[src/hw/pet_pkg.sv]
package pet_pkg;
  // register indices; byte address is four times the index
  localparam logic [7:0] PET_IDX_PAGE_SELECT = 8'h13;
  localparam logic [7:0] PET_IDX_TRIGGER_CONFIGURATION = 8'h14;
  localparam logic [7:0] PET_IDX_EVENT_UNIT_CONFIGURATION = 8'h15;
  localparam logic [7:0] PET_IDX_EVENT_QUEUE_STATUS = 8'h1e;
  localparam logic [7:0] PET_IDX_EVENT_TIMESTAMP_DATA = 8'h1f;
  localparam logic [2:0] PET_PAGE_STATUS = 3'h4;
  localparam logic [2:0] PET_PAGE_CONFIG = 3'h5;
  localparam logic [2:0] PET_PAGE_RST = 3'h0;
  localparam int PET_UNITS = 8;
  // indexed configuration registers
  localparam int PET_STROBE_BIT = 0;
  localparam int PET_SEL_LO = 1;
  localparam int PET_SEL_HI = 3;
  localparam int PET_TRIG_CFG_HI = 15;
  localparam int PET_TRIG_CFG_LO = 7;
  localparam int PET_PULSE_OUTPUT_SELECT_BIT = 15;
  localparam int PET_TRIG_PERIODIC_BIT = 14;
  localparam int PET_TRIG_LATE_BIT = 13;
  localparam int PET_COMPLETION_REPORT_ENABLE_BIT = 12;
  localparam int PET_ROUTE_LO = 8;
  localparam int PET_INVERT_OUTPUT_MODE_BIT = 7;
  localparam int PET_EVT_CFG_HI = 14;
  localparam int PET_EVT_CFG_LO = 8;
  localparam int PET_EVT_RISE_BIT = 14;
  localparam int PET_EVT_FALL_BIT = 13;
  localparam int PET_EVT_SINGLE_BIT = 12;
  localparam logic [3:0] PET_PIN_MAX = 4'hc;
  // event queue status fields
  localparam int PET_ST_DET_BIT = 0;
  localparam int PET_ST_MULT_BIT = 1;
  localparam int PET_ST_NUM_LO = 2;
  localparam int PET_ST_RF_BIT = 5;
  localparam int PET_ST_LEN_LO = 6;
  localparam int PET_ST_MISSED_LO = 8;
  localparam logic [2:0] PET_MISSED_MAX = 3'h7;
  localparam int PET_QUEUE_DEPTH = 8;

  typedef enum logic [2:0] {
    PET_SEQ_EXT = 3'b000,
    PET_SEQ_NS_LO = 3'b001,
    PET_SEQ_NS_HI = 3'b011,
    PET_SEQ_SEC_LO = 3'b010,
    PET_SEQ_SEC_HI = 3'b110,
    PET_SEQ_DONE = 3'b111
  } pet_seq_e;

  typedef struct packed {
    logic [7:0] det;
    logic [7:0] rise;
    logic [29:0] ns;
    logic [31:0] sec;
    logic [1:0] len;
    logic [2:0] missed;
  } pet_entry_s;
endpackage

[src/hw/pet_cfg_if.sv]
`timescale 1ns/1ps
`default_nettype none
interface pet_cfg_if;
  logic wr;
  logic [15:0] wdata;
  logic [15:0] rdata;
  modport host(output wr, output wdata, input rdata);
  modport store(input wr, input wdata, output rdata);
endinterface
`default_nettype wire

[src/hw/pet_event_queue.sv]
`timescale 1ns/1ps
`default_nettype none
module pet_event_queue import pet_pkg::*; #(
  parameter int DEPTH = PET_QUEUE_DEPTH
) (
  // clock and reset
  input wire logic i_clk,
  input wire logic i_rst_n,
  // capture side
  input wire logic i_push,
  input wire logic [7:0] i_det,
  input wire logic [7:0] i_rise,
  input wire logic [29:0] i_ns,
  input wire logic [31:0] i_sec,
  // drain side
  input wire logic i_pop,
  output logic o_empty,
  output pet_entry_s o_head
);
  localparam int AW = (DEPTH > 1) ? $clog2(DEPTH) : 1;
  localparam logic [AW-1:0] LAST = AW'(DEPTH - 1);
  localparam logic [AW:0] FULL = (AW + 1)'(DEPTH);

  typedef struct packed {
    pet_entry_s [DEPTH-1:0] mem;
    logic [AW-1:0] wr;
    logic [AW-1:0] rd;
    logic [AW:0] cnt;
    logic [29:0] last_ns;
    logic [31:0] last_sec;
    logic [2:0] missed;
  } pet_q_s;

  pet_q_s q;
  pet_q_s next_q;

  always_comb begin
    logic do_pop;
    logic do_push;
    pet_entry_s e;
    do_pop = i_pop && (q.cnt != '0);
    do_push = i_push && (i_det != '0) && ((q.cnt != FULL) || do_pop);
    e = '0;
    next_q = q;
    if (do_push) begin
      e.det = i_det;
      e.rise = i_rise;
      e.ns = i_ns;
      e.sec = i_sec;
      e.missed = q.missed;
      // count of changed low-order words, minus one
      if (i_sec[31:16] != q.last_sec[31:16]) e.len = 2'd3;
      else if (i_sec[15:0] != q.last_sec[15:0]) e.len = 2'd2;
      else if (i_ns[29:16] != q.last_ns[29:16]) e.len = 2'd1;
      else e.len = 2'd0;
      next_q.mem[q.wr] = e;
      next_q.wr = (q.wr == LAST) ? '0 : q.wr + 1'b1;
      next_q.last_ns = i_ns;
      next_q.last_sec = i_sec;
      next_q.missed = '0;
    end else if (i_push && (i_det != '0) && (q.missed != PET_MISSED_MAX)) begin
      next_q.missed = q.missed + 1'b1;
    end
    if (do_pop) next_q.rd = (q.rd == LAST) ? '0 : q.rd + 1'b1;
    next_q.cnt = q.cnt + (AW + 1)'(do_push) - (AW + 1)'(do_pop);
  end

  always_ff @(posedge i_clk or negedge i_rst_n) begin
    if (!i_rst_n) q <= '0;
    else q <= next_q;
  end

  assign o_empty = (q.cnt == '0);
  assign o_head = q.mem[q.rd];
endmodule
`default_nettype wire

[src/hw/pet_cfg_store.sv]
`timescale 1ns/1ps
`default_nettype none
module pet_cfg_store import pet_pkg::*; #(
  parameter int N = PET_UNITS,
  parameter int HI = PET_TRIG_CFG_HI,
  parameter int LO = PET_TRIG_CFG_LO
) (
  // clock and reset
  input wire logic i_clk,
  input wire logic i_rst_n,
  // register access
  pet_cfg_if.store bus,
  // stored settings, unit 0 lowest
  output logic [N*(HI-LO+1)-1:0] o_cfg
);
  localparam int W = HI - LO + 1;

  typedef struct packed {
    logic [N-1:0][W-1:0] cfg;
    logic [2:0] sel;
  } pet_store_s;

  pet_store_s q;
  pet_store_s next_q;

  always_comb begin
    logic [2:0] s;
    s = bus.wdata[PET_SEL_HI:PET_SEL_LO];
    next_q = q;
    if (bus.wr) begin
      next_q.sel = s;
      if (bus.wdata[PET_STROBE_BIT] && (32'(s) < N)) next_q.cfg[s] = bus.wdata[HI:LO];
    end
  end

  always_comb begin
    bus.rdata = '0;
    if (32'(q.sel) < N) bus.rdata[HI:LO] = q.cfg[q.sel];
    bus.rdata[PET_SEL_HI:PET_SEL_LO] = q.sel;
  end

  always_ff @(posedge i_clk or negedge i_rst_n) begin
    if (!i_rst_n) q <= '0;
    else q <= next_q;
  end

  assign o_cfg = q.cfg;
endmodule
`default_nettype wire

[src/hw/pet_top.sv]
// Register access over AHB-Lite was decided locally.
`timescale 1ns/1ps
`default_nettype none
// Operation
// - with simultaneous events, first data read returns extended status word
// - timestamp read as ns low, ns high, seconds low, seconds high
// - upper nanoseconds word has its top two bits zero
// - each status read advances queue to next timestamp
// - data register valid only while status shows an event
// - even bit 2n flags unit n edge; flags clear on read
// - odd bit 2n+1 gives unit n direction, 1 rising
// - write with strobe clear latches select; read returns that trigger
// - control bit 15 makes trigger emit a pulse
// - control bit 14 makes trigger periodic, else single shot
// - bit 13 fires late triggers at once; periodic late gives no notice
// - bit 12 enables completion and late-error reporting
// - field 11:8 routes trigger to pin 1..12; zero unconnected
// - bit 7 selects toggle mode, inverting output at trigger time
// - bits 6:4 ignore writes and read zero
// - field 3:1 selects the unit addressed
// - bit 0 strobes a configuration write and reads zero
// - event unit configuration uses the same indexed scheme
// - status zero means no timestamp is waiting
// - length field gives new low-order words minus one
// - status bit 1 flags multiple events and extended word first
module pet_top import pet_pkg::*; #(
  parameter int QUEUE_DEPTH = PET_QUEUE_DEPTH
) (
  // clock and reset
  input wire logic i_core_clk,
  input wire logic i_resetn,
  // ahb-lite slave
  input wire logic i_hsel,
  input wire logic [31:0] i_haddr,
  input wire logic [1:0] i_htrans,
  input wire logic i_hwrite,
  input wire logic [2:0] i_hsize,
  input wire logic [31:0] i_hwdata,
  input wire logic i_hready,
  output logic o_hreadyout,
  output logic o_hresp,
  output logic [31:0] o_hrdata,
  // captured events from the event units
  input wire logic i_cap_valid,
  input wire logic [7:0] i_cap_det,
  input wire logic [7:0] i_cap_rise,
  input wire logic [29:0] i_cap_ns,
  input wire logic [31:0] i_cap_sec,
  // trigger unit controls, one bit or nibble per unit
  output logic [PET_UNITS-1:0] o_pulse_output_select,
  output logic [PET_UNITS-1:0] o_trig_periodic,
  output logic [PET_UNITS-1:0] o_trig_fire_late,
  output logic [PET_UNITS-1:0] o_trig_report_done,
  output logic [PET_UNITS-1:0] o_trig_report_late,
  output logic [PET_UNITS-1:0] o_invert_output_mode,
  output logic [PET_UNITS*4-1:0] o_trig_pin_route,
  // event unit controls
  output logic [PET_UNITS-1:0] o_evt_rise_en,
  output logic [PET_UNITS-1:0] o_evt_fall_en,
  output logic [PET_UNITS-1:0] o_evt_single,
  output logic [PET_UNITS*4-1:0] o_evt_pin_route
);
  localparam int TW = PET_TRIG_CFG_HI - PET_TRIG_CFG_LO + 1;
  localparam int EW = PET_EVT_CFG_HI - PET_EVT_CFG_LO + 1;

  typedef struct packed {
    logic [2:0] page;
    logic pend;
    logic pend_write;
    logic pend_mapped;
    logic [7:0] pend_idx;
    logic hready;
    logic [15:0] hrdata;
    pet_entry_s cur;
    logic cur_valid;
    pet_seq_e seq;
    logic [PET_UNITS-1:0] pulse_output_select;
    logic [PET_UNITS-1:0] trig_periodic;
    logic [PET_UNITS-1:0] trig_fire_late;
    logic [PET_UNITS-1:0] trig_report_done;
    logic [PET_UNITS-1:0] trig_report_late;
    logic [PET_UNITS-1:0] invert_output_mode;
    logic [PET_UNITS*4-1:0] trig_route;
    logic [PET_UNITS-1:0] evt_rise;
    logic [PET_UNITS-1:0] evt_fall;
    logic [PET_UNITS-1:0] evt_single;
    logic [PET_UNITS*4-1:0] evt_route;
  } pet_top_s;

  pet_top_s q;
  pet_top_s next_q;
  logic [1:0] rst_sync;
  logic rst_n;
  logic q_pop;
  logic q_empty;
  pet_entry_s q_head;
  logic [TW*PET_UNITS-1:0] trig_cfg;
  logic [EW*PET_UNITS-1:0] evt_cfg;
  logic [15:0] ext_word;
  logic [PET_UNITS-1:0] dec_pulse;
  logic [PET_UNITS-1:0] dec_periodic;
  logic [PET_UNITS-1:0] dec_late;
  logic [PET_UNITS-1:0] dec_done;
  logic [PET_UNITS-1:0] dec_late_rpt;
  logic [PET_UNITS-1:0] dec_toggle;
  logic [PET_UNITS*4-1:0] dec_troute;
  logic [PET_UNITS-1:0] dec_erise;
  logic [PET_UNITS-1:0] dec_efall;
  logic [PET_UNITS-1:0] dec_esingle;
  logic [PET_UNITS*4-1:0] dec_eroute;

  pet_cfg_if trig_bus ();
  pet_cfg_if evt_bus ();

  // reset release
  always_ff @(posedge i_core_clk or negedge i_resetn) begin
    if (!i_resetn) rst_sync <= 2'b00;
    else rst_sync <= {rst_sync[0], 1'b1};
  end
  assign rst_n = rst_sync[1];

  pet_event_queue #(
    .DEPTH(QUEUE_DEPTH)
  ) u_queue (
    .i_clk(i_core_clk),
    .i_rst_n(rst_n),
    .i_push(i_cap_valid),
    .i_det(i_cap_det),
    .i_rise(i_cap_rise),
    .i_ns(i_cap_ns),
    .i_sec(i_cap_sec),
    .i_pop(q_pop),
    .o_empty(q_empty),
    .o_head(q_head)
  );

  pet_cfg_store #(
    .N(PET_UNITS),
    .HI(PET_TRIG_CFG_HI),
    .LO(PET_TRIG_CFG_LO)
  ) u_trig_store (
    .i_clk(i_core_clk),
    .i_rst_n(rst_n),
    .bus(trig_bus.store),
    .o_cfg(trig_cfg)
  );

  pet_cfg_store #(
    .N(PET_UNITS),
    .HI(PET_EVT_CFG_HI),
    .LO(PET_EVT_CFG_LO)
  ) u_evt_store (
    .i_clk(i_core_clk),
    .i_rst_n(rst_n),
    .bus(evt_bus.store),
    .o_cfg(evt_cfg)
  );

  // per-unit decode of stored settings and extended status layout
  for (genvar i = 0; i < PET_UNITS; i++) begin : g_unit
    logic [TW-1:0] tc;
    logic [EW-1:0] ec;
    logic [3:0] tr;
    logic [3:0] er;
    assign tc = trig_cfg[i*TW +: TW];
    assign ec = evt_cfg[i*EW +: EW];
    assign tr = tc[PET_ROUTE_LO-PET_TRIG_CFG_LO +: 4];
    assign er = ec[PET_ROUTE_LO-PET_EVT_CFG_LO +: 4];
    assign dec_pulse[i] = tc[PET_PULSE_OUTPUT_SELECT_BIT-PET_TRIG_CFG_LO];
    assign dec_periodic[i] = tc[PET_TRIG_PERIODIC_BIT-PET_TRIG_CFG_LO];
    assign dec_late[i] = tc[PET_TRIG_LATE_BIT-PET_TRIG_CFG_LO];
    assign dec_done[i] = tc[PET_COMPLETION_REPORT_ENABLE_BIT-PET_TRIG_CFG_LO];
    // periodic outputs that start late stay silent
    assign dec_late_rpt[i] = dec_done[i] && !(dec_periodic[i] && dec_late[i]);
    assign dec_toggle[i] = tc[PET_INVERT_OUTPUT_MODE_BIT-PET_TRIG_CFG_LO];
    assign dec_troute[i*4 +: 4] = (tr <= PET_PIN_MAX) ? tr : 4'h0;
    assign dec_erise[i] = ec[PET_EVT_RISE_BIT-PET_EVT_CFG_LO];
    assign dec_efall[i] = ec[PET_EVT_FALL_BIT-PET_EVT_CFG_LO];
    assign dec_esingle[i] = ec[PET_EVT_SINGLE_BIT-PET_EVT_CFG_LO];
    assign dec_eroute[i*4 +: 4] = (er <= PET_PIN_MAX) ? er : 4'h0;
    assign ext_word[2*i] = q.cur.det[i];
    assign ext_word[2*i+1] = q.cur.rise[i];
  end

  always_comb begin
    logic [15:0] st;
    logic [2:0] num;
    logic found;
    logic mult;
    st = '0;
    num = '0;
    found = 1'b0;
    mult = 1'b0;
    next_q = q;
    q_pop = 1'b0;
    trig_bus.wr = 1'b0;
    trig_bus.wdata = i_hwdata[15:0];
    evt_bus.wr = 1'b0;
    evt_bus.wdata = i_hwdata[15:0];
    for (int u = 0; u < PET_UNITS; u++) begin
      if (q_head.det[u]) begin
        if (found) mult = 1'b1;
        else num = u[2:0];
        found = 1'b1;
      end
    end
    if (q.pend) begin
      next_q.pend = 1'b0;
      next_q.hready = 1'b1;
      next_q.hrdata = '0;
      if (q.pend_mapped) begin
        case (q.pend_idx)
          PET_IDX_PAGE_SELECT: begin
            if (q.pend_write) next_q.page = i_hwdata[2:0];
            else next_q.hrdata = {13'h0000, q.page};
          end
          PET_IDX_TRIGGER_CONFIGURATION: begin
            if (q.page == PET_PAGE_CONFIG) begin
              // strobe bit and bits 6:4 never reach the read path
              if (q.pend_write) trig_bus.wr = 1'b1;
              else next_q.hrdata = trig_bus.rdata;
            end
          end
          PET_IDX_EVENT_UNIT_CONFIGURATION: begin
            if (q.page == PET_PAGE_CONFIG) begin
              if (q.pend_write) evt_bus.wr = 1'b1;
              else next_q.hrdata = evt_bus.rdata;
            end
          end
          PET_IDX_EVENT_QUEUE_STATUS: begin
            if ((q.page == PET_PAGE_STATUS) && !q.pend_write) begin
              if (!q_empty) begin
                st[PET_ST_DET_BIT] = 1'b1;
                st[PET_ST_MULT_BIT] = mult;
                st[PET_ST_NUM_LO +: 3] = num;
                st[PET_ST_RF_BIT] = q_head.rise[num];
                st[PET_ST_LEN_LO +: 2] = q_head.len;
                st[PET_ST_MISSED_LO +: 3] = q_head.missed;
              end
              next_q.hrdata = st;
              q_pop = !q_empty;
              next_q.cur = q_head;
              next_q.cur_valid = !q_empty;
              // unread fields of the previous timestamp are dropped
              next_q.seq = mult ? PET_SEQ_EXT : PET_SEQ_NS_LO;
            end
          end
          PET_IDX_EVENT_TIMESTAMP_DATA: begin
            if ((q.page == PET_PAGE_STATUS) && !q.pend_write && q.cur_valid) begin
              case (q.seq)
                PET_SEQ_EXT: begin
                  next_q.hrdata = ext_word;
                  next_q.cur.det = '0;
                  next_q.cur.rise = '0;
                  next_q.seq = PET_SEQ_NS_LO;
                end
                PET_SEQ_NS_LO: begin
                  next_q.hrdata = q.cur.ns[15:0];
                  next_q.seq = PET_SEQ_NS_HI;
                end
                PET_SEQ_NS_HI: begin
                  next_q.hrdata = {2'b00, q.cur.ns[29:16]};
                  next_q.seq = PET_SEQ_SEC_LO;
                end
                PET_SEQ_SEC_LO: begin
                  next_q.hrdata = q.cur.sec[15:0];
                  next_q.seq = PET_SEQ_SEC_HI;
                end
                PET_SEQ_SEC_HI: begin
                  next_q.hrdata = q.cur.sec[31:16];
                  next_q.seq = PET_SEQ_DONE;
                end
                PET_SEQ_DONE: begin
                  next_q.hrdata = '0;
                end
                default: begin
                  next_q.seq = PET_SEQ_DONE;
                end
              endcase
            end
          end
          default: begin
            next_q.hrdata = '0;
          end
        endcase
      end
    end
    if (i_hsel && i_htrans[1] && i_hready) begin
      next_q.pend = 1'b1;
      next_q.hready = 1'b0;
      next_q.pend_write = i_hwrite;
      next_q.pend_idx = i_haddr[9:2];
      next_q.pend_mapped = (i_haddr[31:10] == 22'h0);
    end
    next_q.pulse_output_select = dec_pulse;
    next_q.trig_periodic = dec_periodic;
    next_q.trig_fire_late = dec_late;
    next_q.trig_report_done = dec_done;
    next_q.trig_report_late = dec_late_rpt;
    next_q.invert_output_mode = dec_toggle;
    next_q.trig_route = dec_troute;
    next_q.evt_rise = dec_erise;
    next_q.evt_fall = dec_efall;
    next_q.evt_single = dec_esingle;
    next_q.evt_route = dec_eroute;
  end

  always_ff @(posedge i_core_clk or negedge rst_n) begin
    if (!rst_n) begin
      q <= '0;
      q.page <= PET_PAGE_RST;
      q.hready <= 1'b1;
      q.seq <= PET_SEQ_DONE;
    end else begin
      q <= next_q;
    end
  end

  assign o_hreadyout = q.hready;
  assign o_hresp = 1'b0;
  assign o_hrdata = {16'h0000, q.hrdata};
  assign o_pulse_output_select = q.pulse_output_select;
  assign o_trig_periodic = q.trig_periodic;
  assign o_trig_fire_late = q.trig_fire_late;
  assign o_trig_report_done = q.trig_report_done;
  assign o_trig_report_late = q.trig_report_late;
  assign o_invert_output_mode = q.invert_output_mode;
  assign o_trig_pin_route = q.trig_route;
  assign o_evt_rise_en = q.evt_rise;
  assign o_evt_fall_en = q.evt_fall;
  assign o_evt_single = q.evt_single;
  assign o_evt_pin_route = q.evt_route;
endmodule
`default_nettype wire

[config.mk]
export PLATFORM = sky130hd
export DESIGN_NAME = pet_top
export DESIGN_NICKNAME = d
export VERILOG_FILES = /design/src/hw/pet_pkg.sv /design/src/hw/pet_cfg_if.sv /design/src/hw/pet_event_queue.sv /design/src/hw/pet_cfg_store.sv /design/src/hw/pet_top.sv
export SDC_FILE = /design/constraint.sdc
export NUM_CORES = 1
export LEC_CHECK = 0
export ABC_AREA = 1
export BUFFER_PORTS_ARGS = -buffer_cell sky130_fd_sc_hd__buf_2
export CAP_MARGIN = 20
export CORE_UTILIZATION = 45
export DETAILED_ROUTE_END_ITERATION = 10
export PLACE_DENSITY = 0.71
export REMOVE_ABC_BUFFERS = 1
export SETUP_SLACK_MARGIN = 0.02
export SLEW_MARGIN = 10
export SYNTH_ARGS = -nofsm -noshare
export SYNTH_HDL_FRONTEND = slang
export SYNTH_SLANG_ARGS = --single-unit
[constraint.sdc]
create_clock -name i_core_clk -period 46.8 [get_ports i_core_clk]
set_clock_uncertainty 0.05 [all_clocks]
set_input_delay 9.36 -clock i_core_clk [delete_from_list [all_inputs] [get_ports i_core_clk]]
set_output_delay 9.36 -clock i_core_clk [all_outputs]
set_load 0.1 [all_outputs]
==> results of run 1 <==
## how the worst min path moves through the flow
stage                      from           to  cells past startpoint
detailed placement  rst_sync[0]  rst_sync[1]                      0
finish              rst_sync[0]  rst_sync[1]                      0
global placement    rst_sync[0]  rst_sync[1]                      0
floorplan           rst_sync[0]  rst_sync[1]                      0
global route        rst_sync[0]  rst_sync[1]                      0
CTS                 rst_sync[0]  rst_sync[1]                      0
## flip-flops by register name, indices dropped and copies added (netlist names), 16 cells and up
register / flops
ext_word: 16
o_trig_pin_route: 32
u_queue.q: 723
o_evt_pin_route: 32
q: 80
u_trig_store.o_cfg: 72
o_hrdata: 16
u_evt_store.o_cfg: 56
## critical path: stages
cell and delay [ps]:
sky130_fd_sc_hd__buf_2 130, sky130_fd_sc_hd__inv_1 250, sky130_fd_sc_hd__nand4_1 230, sky130_fd_sc_hd__o21a_1 300, sky130_fd_sc_hd__nand2_4 280, sky130_fd_sc_hd__nor2_4 50, sky130_fd_sc_hd__inv_2 120, sky130_fd_sc_hd__nor2_2 130
sky130_fd_sc_hd__inv_4 140, sky130_fd_sc_hd__buf_4 850, sky130_fd_sc_hd__buf_4 760, sky130_fd_sc_hd__nand2_1 130, sky130_fd_sc_hd__o21ai_1 120
## power by group
| part | internal (W) | switching, W | leakage [nW] |
|---|---|---|---|
| clock network | 0.000542 | 0.000388 | 1.86 |
| logic | 0.000214 | 0.000377 | 9.98 |
| registers | 0.00124 | 0.000137 | 14.0 |
| total | 0.00199 | 0.000902 | 25.8 |
## routing by layer
layer / vias up / share of wire, % / track usage [%]
met5: - / 0.052 / 0
met3: 281 / 7.6 / 4.19
li1: 18100 / - / -
met4: 10 / 3.1 / 8.25
met1: 18700 / 43 / 32.9
met2: 1538 / 46 / 38.0
## through the flow
stage	power, W	hold slack, ps
6_report	0.00289	303
3_3_place_gp	0.00194	287
2_1_floorplan	0.00182	281
4_1_cts	0.00291	307
5_1_grt	0.00307	319
3_5_place_dp	0.00197	292
## kinds of logic (layout without fill, tap and decap cells)
kind of cell,after synthesis,after routing,synth area share (%)
AO/OA/AOI/OAI,1649,1649,18.4
adder cells (fa/ha/maj),13,13,0.348
buffers and inverters,940,943,9.11
AND/OR/NAND/NOR,1779,1779,14.7
flip-flops,1108,1108,56.7
XOR/XNOR,38,38,0.680
other,2,23,0.0154
## area by class of cell
| cell class | instances | area share (%) |
|---|---|---|
| antenna | 5 | 0.0234 |
| clock buffer | 155 | 5.95 |
| clock inverter | 49 | 1.19 |
| inverter | 413 | 2.96 |
| multi-input combinational | 3497 | 31.4 |
| sequential | 1108 | 51.8 |
| tap | 1403 | 3.28 |
| timing repair buffer | 326 | 3.38 |
## placed cells by master (no fill, tap or decap), types with 15 or more instances in the layout
| master | Yosys | routed |
|---|---|---|
| sky130_fd_sc_hd__dfrtp_1 | 1104 | 1100 |
| sky130_fd_sc_hd__nand2_1 | 1061 | 1061 |
| sky130_fd_sc_hd__o21ai_0 | 725 | 725 |
| sky130_fd_sc_hd__o21ai_1 | 550 | 550 |
| sky130_fd_sc_hd__nor2_1 | 479 | 479 |
| sky130_fd_sc_hd__inv_1 | 393 | 391 |
| sky130_fd_sc_hd__buf_2 | 88 | 280 |
| sky130_fd_sc_hd__nand3_1 | 161 | 161 |
| sky130_fd_sc_hd__o221ai_1 | 145 | 145 |
| sky130_fd_sc_hd__a21oi_1 | 131 | 131 |
| sky130_fd_sc_hd__clkbuf_16 | 0 | 114 |
| sky130_fd_sc_hd__buf_4 | 174 | 43 |
| sky130_fd_sc_hd__o22ai_1 | 30 | 30 |
| sky130_fd_sc_hd__xnor2_1 | 29 | 29 |
| sky130_fd_sc_hd__clkbuf_1 | 227 | 23 |
| sky130_fd_sc_hd__a211oi_1 | 20 | 20 |
| sky130_fd_sc_hd__clkinv_2 | 0 | 20 |
| sky130_fd_sc_hd__conb_1 | 2 | 18 |
| sky130_fd_sc_hd__clkbuf_8 | 0 | 18 |
| sky130_fd_sc_hd__nor3_1 | 15 | 15 |
==> impl_metrics.tcl, run 1 <==
set metrics [dict create \
    worst_setup_path_startpoint "i_cap_det[2]" \
    dominantRegCellSynth "sky130_fd_sc_hd__dfrtp_1" \
    synth_top_cell_area_share_pct 56.5 \
    grt_use_total_pct 23.9 \
    routed_wirelength_mm 133 \
    post-cts-setup-buffer-count 0 \
    async_flop_share_pct 100 \
    number_of_cts_inserted_buffers 112 \
    worst-r2r-cell-count 5 \
    die_area_um2 110000 \
    final-seq-area_um2 27700 \
    hold_path.class "reg -> reg" \
    tritoncts "built" \
    path_clk_slew_ps 60 \
    routedWlPerCell_um 19.1 \
    final-setup-viol-count 0 \
    cp-start-kind "input pin" \
    clock_tree.buffer_depth 3 \
    r2r_slack_ps 41610 \
    drive_above_1_share_pct 10.4 \
    via_count_of_the_first_global_routing_pass 36100 \
    gp_routability_congestion 0.895 \
    multiInputGateArea_um2 16800 \
    initial_utilization_pct 45.6 \
    ratio_of_total_power_to_cell_area_nw_per_um2 54.1 \
    worstSetupPathType "in -> reg" \
    maxClockFrequency_mhz 80.7 \
    via_per_inst 5.55 \
    nets_final 5624 \
    postLayoutSetupSlackWorst_ps 34400 \
    largest_net_degree_at_the_start_of_global_routing 144 \
    critPathRequiredTime_ps 47380 \
    synth.ff_latch_count 1108 \
    detailed_place.area_um2 49600 \
    clk_sinks 1108 \
    synth_area_leaders "sky130_fd_sc_hd__dfrtp_1 (56%), sky130_fd_sc_hd__nand2_1 (8.1%), sky130_fd_sc_hd__o21ai_0 (7.4%), sky130_fd_sc_hd__o21ai_1 (5.6%), sky130_fd_sc_hd__nor2_1 (3.7%)" \
    postSynthAreaPerCell_um2 8.85 \
    yosysSeqAreaShare_pct 56.7 \
    max-slew-margin-rel_pct 23.9 \
    core_region_area_um2 107000 \
    final_cell_count_no_fill 6956 \
    cts-hold-fix-buffers 0 \
    num_io_pins 323 \
    critPathCaptureType "flip-flop" \
    drt_iter0_drc 3745 \
    static-leakage-power_nw 25.8 \
    critPathCapture "u_queue.q[345]" \
    antenna_found_initial 11 \
    fp-row-count 120 \
    commonest_cells_post_synth "sky130_fd_sc_hd__dfrtp_1 (1104), sky130_fd_sc_hd__nand2_1 (1061), sky130_fd_sc_hd__o21ai_0 (725)" \
    arrival_time_of_data_at_the_critical_path_endpoint_ps 12980 \
    rsz_0062_raised_after_global_routing "no" \
    period_needed_ps 12400 \
    cts.root.buffer_cell "sky130_fd_sc_hd__clkbuf_16" \
    cts-htree-levels 3 \
    route.vias.total 38600 \
    fin_max_slew_vios 0 \
    place.detailed.instances 6744 \
    drc_errors 0 \
    r2r-end "u_evt_store.o_cfg[14]" \
    finish.utilization_pct 49.9 \
    min_period_over_period_pct 26.5 \
    timing.rr.start "rst_sync[1]" \
    outcome "completed" \
    post_detailed_placement_half_perimeter_wirelength_mm 80.2 \
    drt_pre_antenna_iters 8 \
    post_synth_inst_count 5529 \
    die-width_um 332 \
    dieHeight_um 332 \
    critical_path_peak_fanout 86 \
    ys_warn_count 0 \
    dpl_worst_slack_ps 33710 \
    syn2layout_area_growth_pct 9.43 \
    first_pass_grt_wire_length_mm 209 \
    totalNegativeSetupSlack_ps 0 \
    timing.max_cap.violations 0 \
    final_area_um2 53500 \
    cell_with_the_most_instances_after_synthesis "sky130_fd_sc_hd__dfrtp_1" \
    synth_area_leader_cell "sky130_fd_sc_hd__dfrtp_1" \
    hold_violations 0 \
    syn_area_um2 48900 \
    global_route.overflow_total 0 \
    fill_cells 9882 \
    tightest_slew_ps 1140 \
    synth-edff-count 0 \
    place.port_buffers 280 \
    worst_ir_drop_vdd_v 0.0000319 \
    ys_types 57 \
    antenna_left 0 \
    cts_repair_resize_count 0 \
    clk-insertion-delay-late_ps 710 \
]
Power figures use the tool's default switching activity.
==> inputs of run 2 (changes only) <==
- clock period: 46.8 -> 11.5 ns (I/O delays scaled with it)
==> run 2 against run 1 <==
Register-to-register slack got worse by 35000 ps. Worst hold slack improved by 1.7 ps. Largest power group unchanged. Sequential power rose to 4.1 times the previous value. Cell count is essentially flat. Total power grew to 4.1 times the previous value. Global-route usage rose by 0.20 points. Flip-flop and latch count unchanged. Critical path type unchanged. Routed wire length grew 0.41%.
==> impl_metrics.tcl, run 2 (synthesis gave the netlist of run 1 again) <==
set metrics [dict create \
    place.port_buffers 280 \
    hold_violations 0 \
    ratio_of_total_power_to_cell_area_nw_per_um2 221 \
    sequentialPowerShare_pct 47.2 \
    core_region_area_um2 107000 \
    critPathRequiredTime_ps 12070 \
    critical_path_peak_fanout 84 \
    switchingPower_w 0.00369 \
    drive_above_1_share_pct 10.5 \
    drt_iter0_drc 4053 \
    critPathCaptureType "flip-flop" \
    pwr-share-clk_pct 32.3 \
    gp_routability_congestion 0.900 \
    cell_internal_pwr_w 0.00814 \
    tightest_slew_ps 1110 \
    worst_ir_drop_vdd_v 0.000136 \
    num_io_pins 323 \
    fp-row-count 120 \
    largest-register "u_queue.q" \
    via_count_of_the_first_global_routing_pass 36600 \
    whs_ps 305 \
    cts-hold-fix-buffers 0 \
    finish.utilization_pct 50.0 \
    clock_tree.buffer_depth 3 \
    routedWlPerCell_um 19.2 \
    cts.root.buffer_cell "sky130_fd_sc_hd__clkbuf_16" \
    antenna_found_initial 7 \
    die-width_um 332 \
    rsz_0062_raised_after_global_routing "no" \
    post-cts-setup-buffer-count 0 \
    period_needed_ps 5050 \
    route.vias.total 38700 \
    maxClockFrequency_mhz 198 \
    sw_frac_of_total_pct 31.2 \
    static-leakage-power_nw 25.9 \
    layout.cells.most_common_list "sky130_fd_sc_hd__dfrtp_1 (1100), sky130_fd_sc_hd__nand2_1 (1061), sky130_fd_sc_hd__o21ai_0 (725)" \
    path_clk_slew_ps 60 \
    global_route.overflow_total 0 \
    final-setup-viol-count 0 \
    dieHeight_um 332 \
    timing.max_cap.violations 0 \
    drc_errors 0 \
    die_area_um2 110000 \
    nets_final 5616 \
    first_pass_grt_wire_length_mm 211 \
    fin_max_slew_vios 0 \
    tritoncts "built" \
    via_per_inst 5.56 \
    worstSetupPathType "in -> reg" \
    max-slew-margin-rel_pct 26.0 \
    p_comb_share_pct 20.5 \
    place.detailed.instances 6735 \
    final_cell_count_no_fill 6951 \
    outcome "completed" \
    hold_path.class "reg -> reg" \
    min_period_over_period_pct 43.9 \
    number_of_cts_inserted_buffers 112 \
    cts-htree-levels 3 \
    post_detailed_placement_half_perimeter_wirelength_mm 79.8 \
    cp-start-kind "input pin" \
    largest_net_degree_at_the_start_of_global_routing 206 \
    final_common_cell "sky130_fd_sc_hd__dfrtp_1" \
    grt_use_total_pct 24.1 \
    syn2layout_area_growth_pct 9.65 \
    totalNegativeSetupSlack_ps 0 \
    routed_wirelength_mm 133 \
    drt_pre_antenna_iters 6 \
    arrival_time_of_data_at_the_critical_path_endpoint_ps 5620 \
    antenna_left 0 \
    clk_sinks 1108 \
    cts_repair_resize_count 0 \
    initial_utilization_pct 45.6 \
    max_ffs_per_register 723 \
    clk-insertion-delay-late_ps 720 \
]
run 2: changes by cell type in the layout (fill, tap and decap cells not counted), moves of 2 or more:
cell / change
sky130_fd_sc_hd__clkinv_8: -2
sky130_fd_sc_hd__buf_12: +5
sky130_fd_sc_hd__bufinv_16: -2
sky130_fd_sc_hd__clkinv_2: +8
sky130_fd_sc_hd__clkbuf_1: -9
sky130_fd_sc_hd__buf_4: -14
sky130_fd_sc_hd__clkinvlp_4: -4
sky130_fd_sc_hd__inv_6: +2
sky130_fd_sc_hd__diode_2: -2
sky130_fd_sc_hd__clkbuf_8: +9
run 2: power by group through the flow:
| stage | Combinational [W] | Sequential [W] | Clock (W) |
|---|---|---|---|
| after CTS | 0.00242 | 0.00557 | 0.00387 |
| final | 0.00242 | 0.00558 | 0.00382 |
| after floorplan | 0.00175 | 0.00565 | 0 |
| after global routing | 0.00280 | 0.00571 | 0.00403 |
| after detailed placement | 0.00241 | 0.00562 | 0 |
| after global placement | 0.00230 | 0.00558 | 0 |
run 2: final timing paths:
check / start / end / slack [ps] / cells after the start
min reg2reg: rst_sync[0] / rst_sync[1] / 310 / 0
min in group asynchronous: rst_sync[1] / u_queue.q[424] / 430 / 1
max reg2reg: u_queue.q[70] / o_hrdata[5] / 6980 / 16
max in group asynchronous: rst_sync[1] / u_evt_store.o_cfg[49] / 8490 / 3
min: rst_sync[0] / rst_sync[1] / 310 / 0
max: i_cap_det[2] / u_queue.q[215] / 6450 / 12
run 2: per-layer routing:
metal / GRT usage, % / vias up / share of wire (%)
met2: 38.6 / 1559 / 46
met4: 7.99 / 8 / 3.0
met5: 0 / - / 0.035
met3: 3.92 / 274 / 7.5
li1: - / 18000 / -
met1: 33.3 / 18800 / 43
run 2: metrics by stage:
step | setup slack, ps | area (µm²) | power (W)
after floorplan | -21720 | 46100 | 0.00740
after global placement | 5820 | 49600 | 0.00789
after CTS | 6510 | 53500 | 0.0119
final | 6450 | 53600 | 0.0118
after detailed placement | 5760 | 49600 | 0.00803
after global routing | 6240 | 53600 | 0.0125
run 2: cell type report:
type / count / area (µm²)
clock buffer: 156 / 3300
tap: 1403 / 1760
inverter: 413 / 1580
multi-input combinational: 3497 / 16800
timing repair buffer: 318 / 1830
antenna: 3 / 7.51
fill: 9892 / 53700
clock inverter: 53 / 613
sequential: 1108 / 27700
run 2: worst max-delay path: stages:
cell	delay [ps]
sky130_fd_sc_hd__buf_2	130
sky130_fd_sc_hd__inv_1	260
sky130_fd_sc_hd__nand4_1	210
sky130_fd_sc_hd__o21a_1	300
sky130_fd_sc_hd__nand2_4	140
sky130_fd_sc_hd__nor2_4	40
sky130_fd_sc_hd__inv_2	120
sky130_fd_sc_hd__nor2_2	130
sky130_fd_sc_hd__inv_4	700
sky130_fd_sc_hd__buf_4	950
sky130_fd_sc_hd__nand2_1	140
sky130_fd_sc_hd__o21ai_1	160
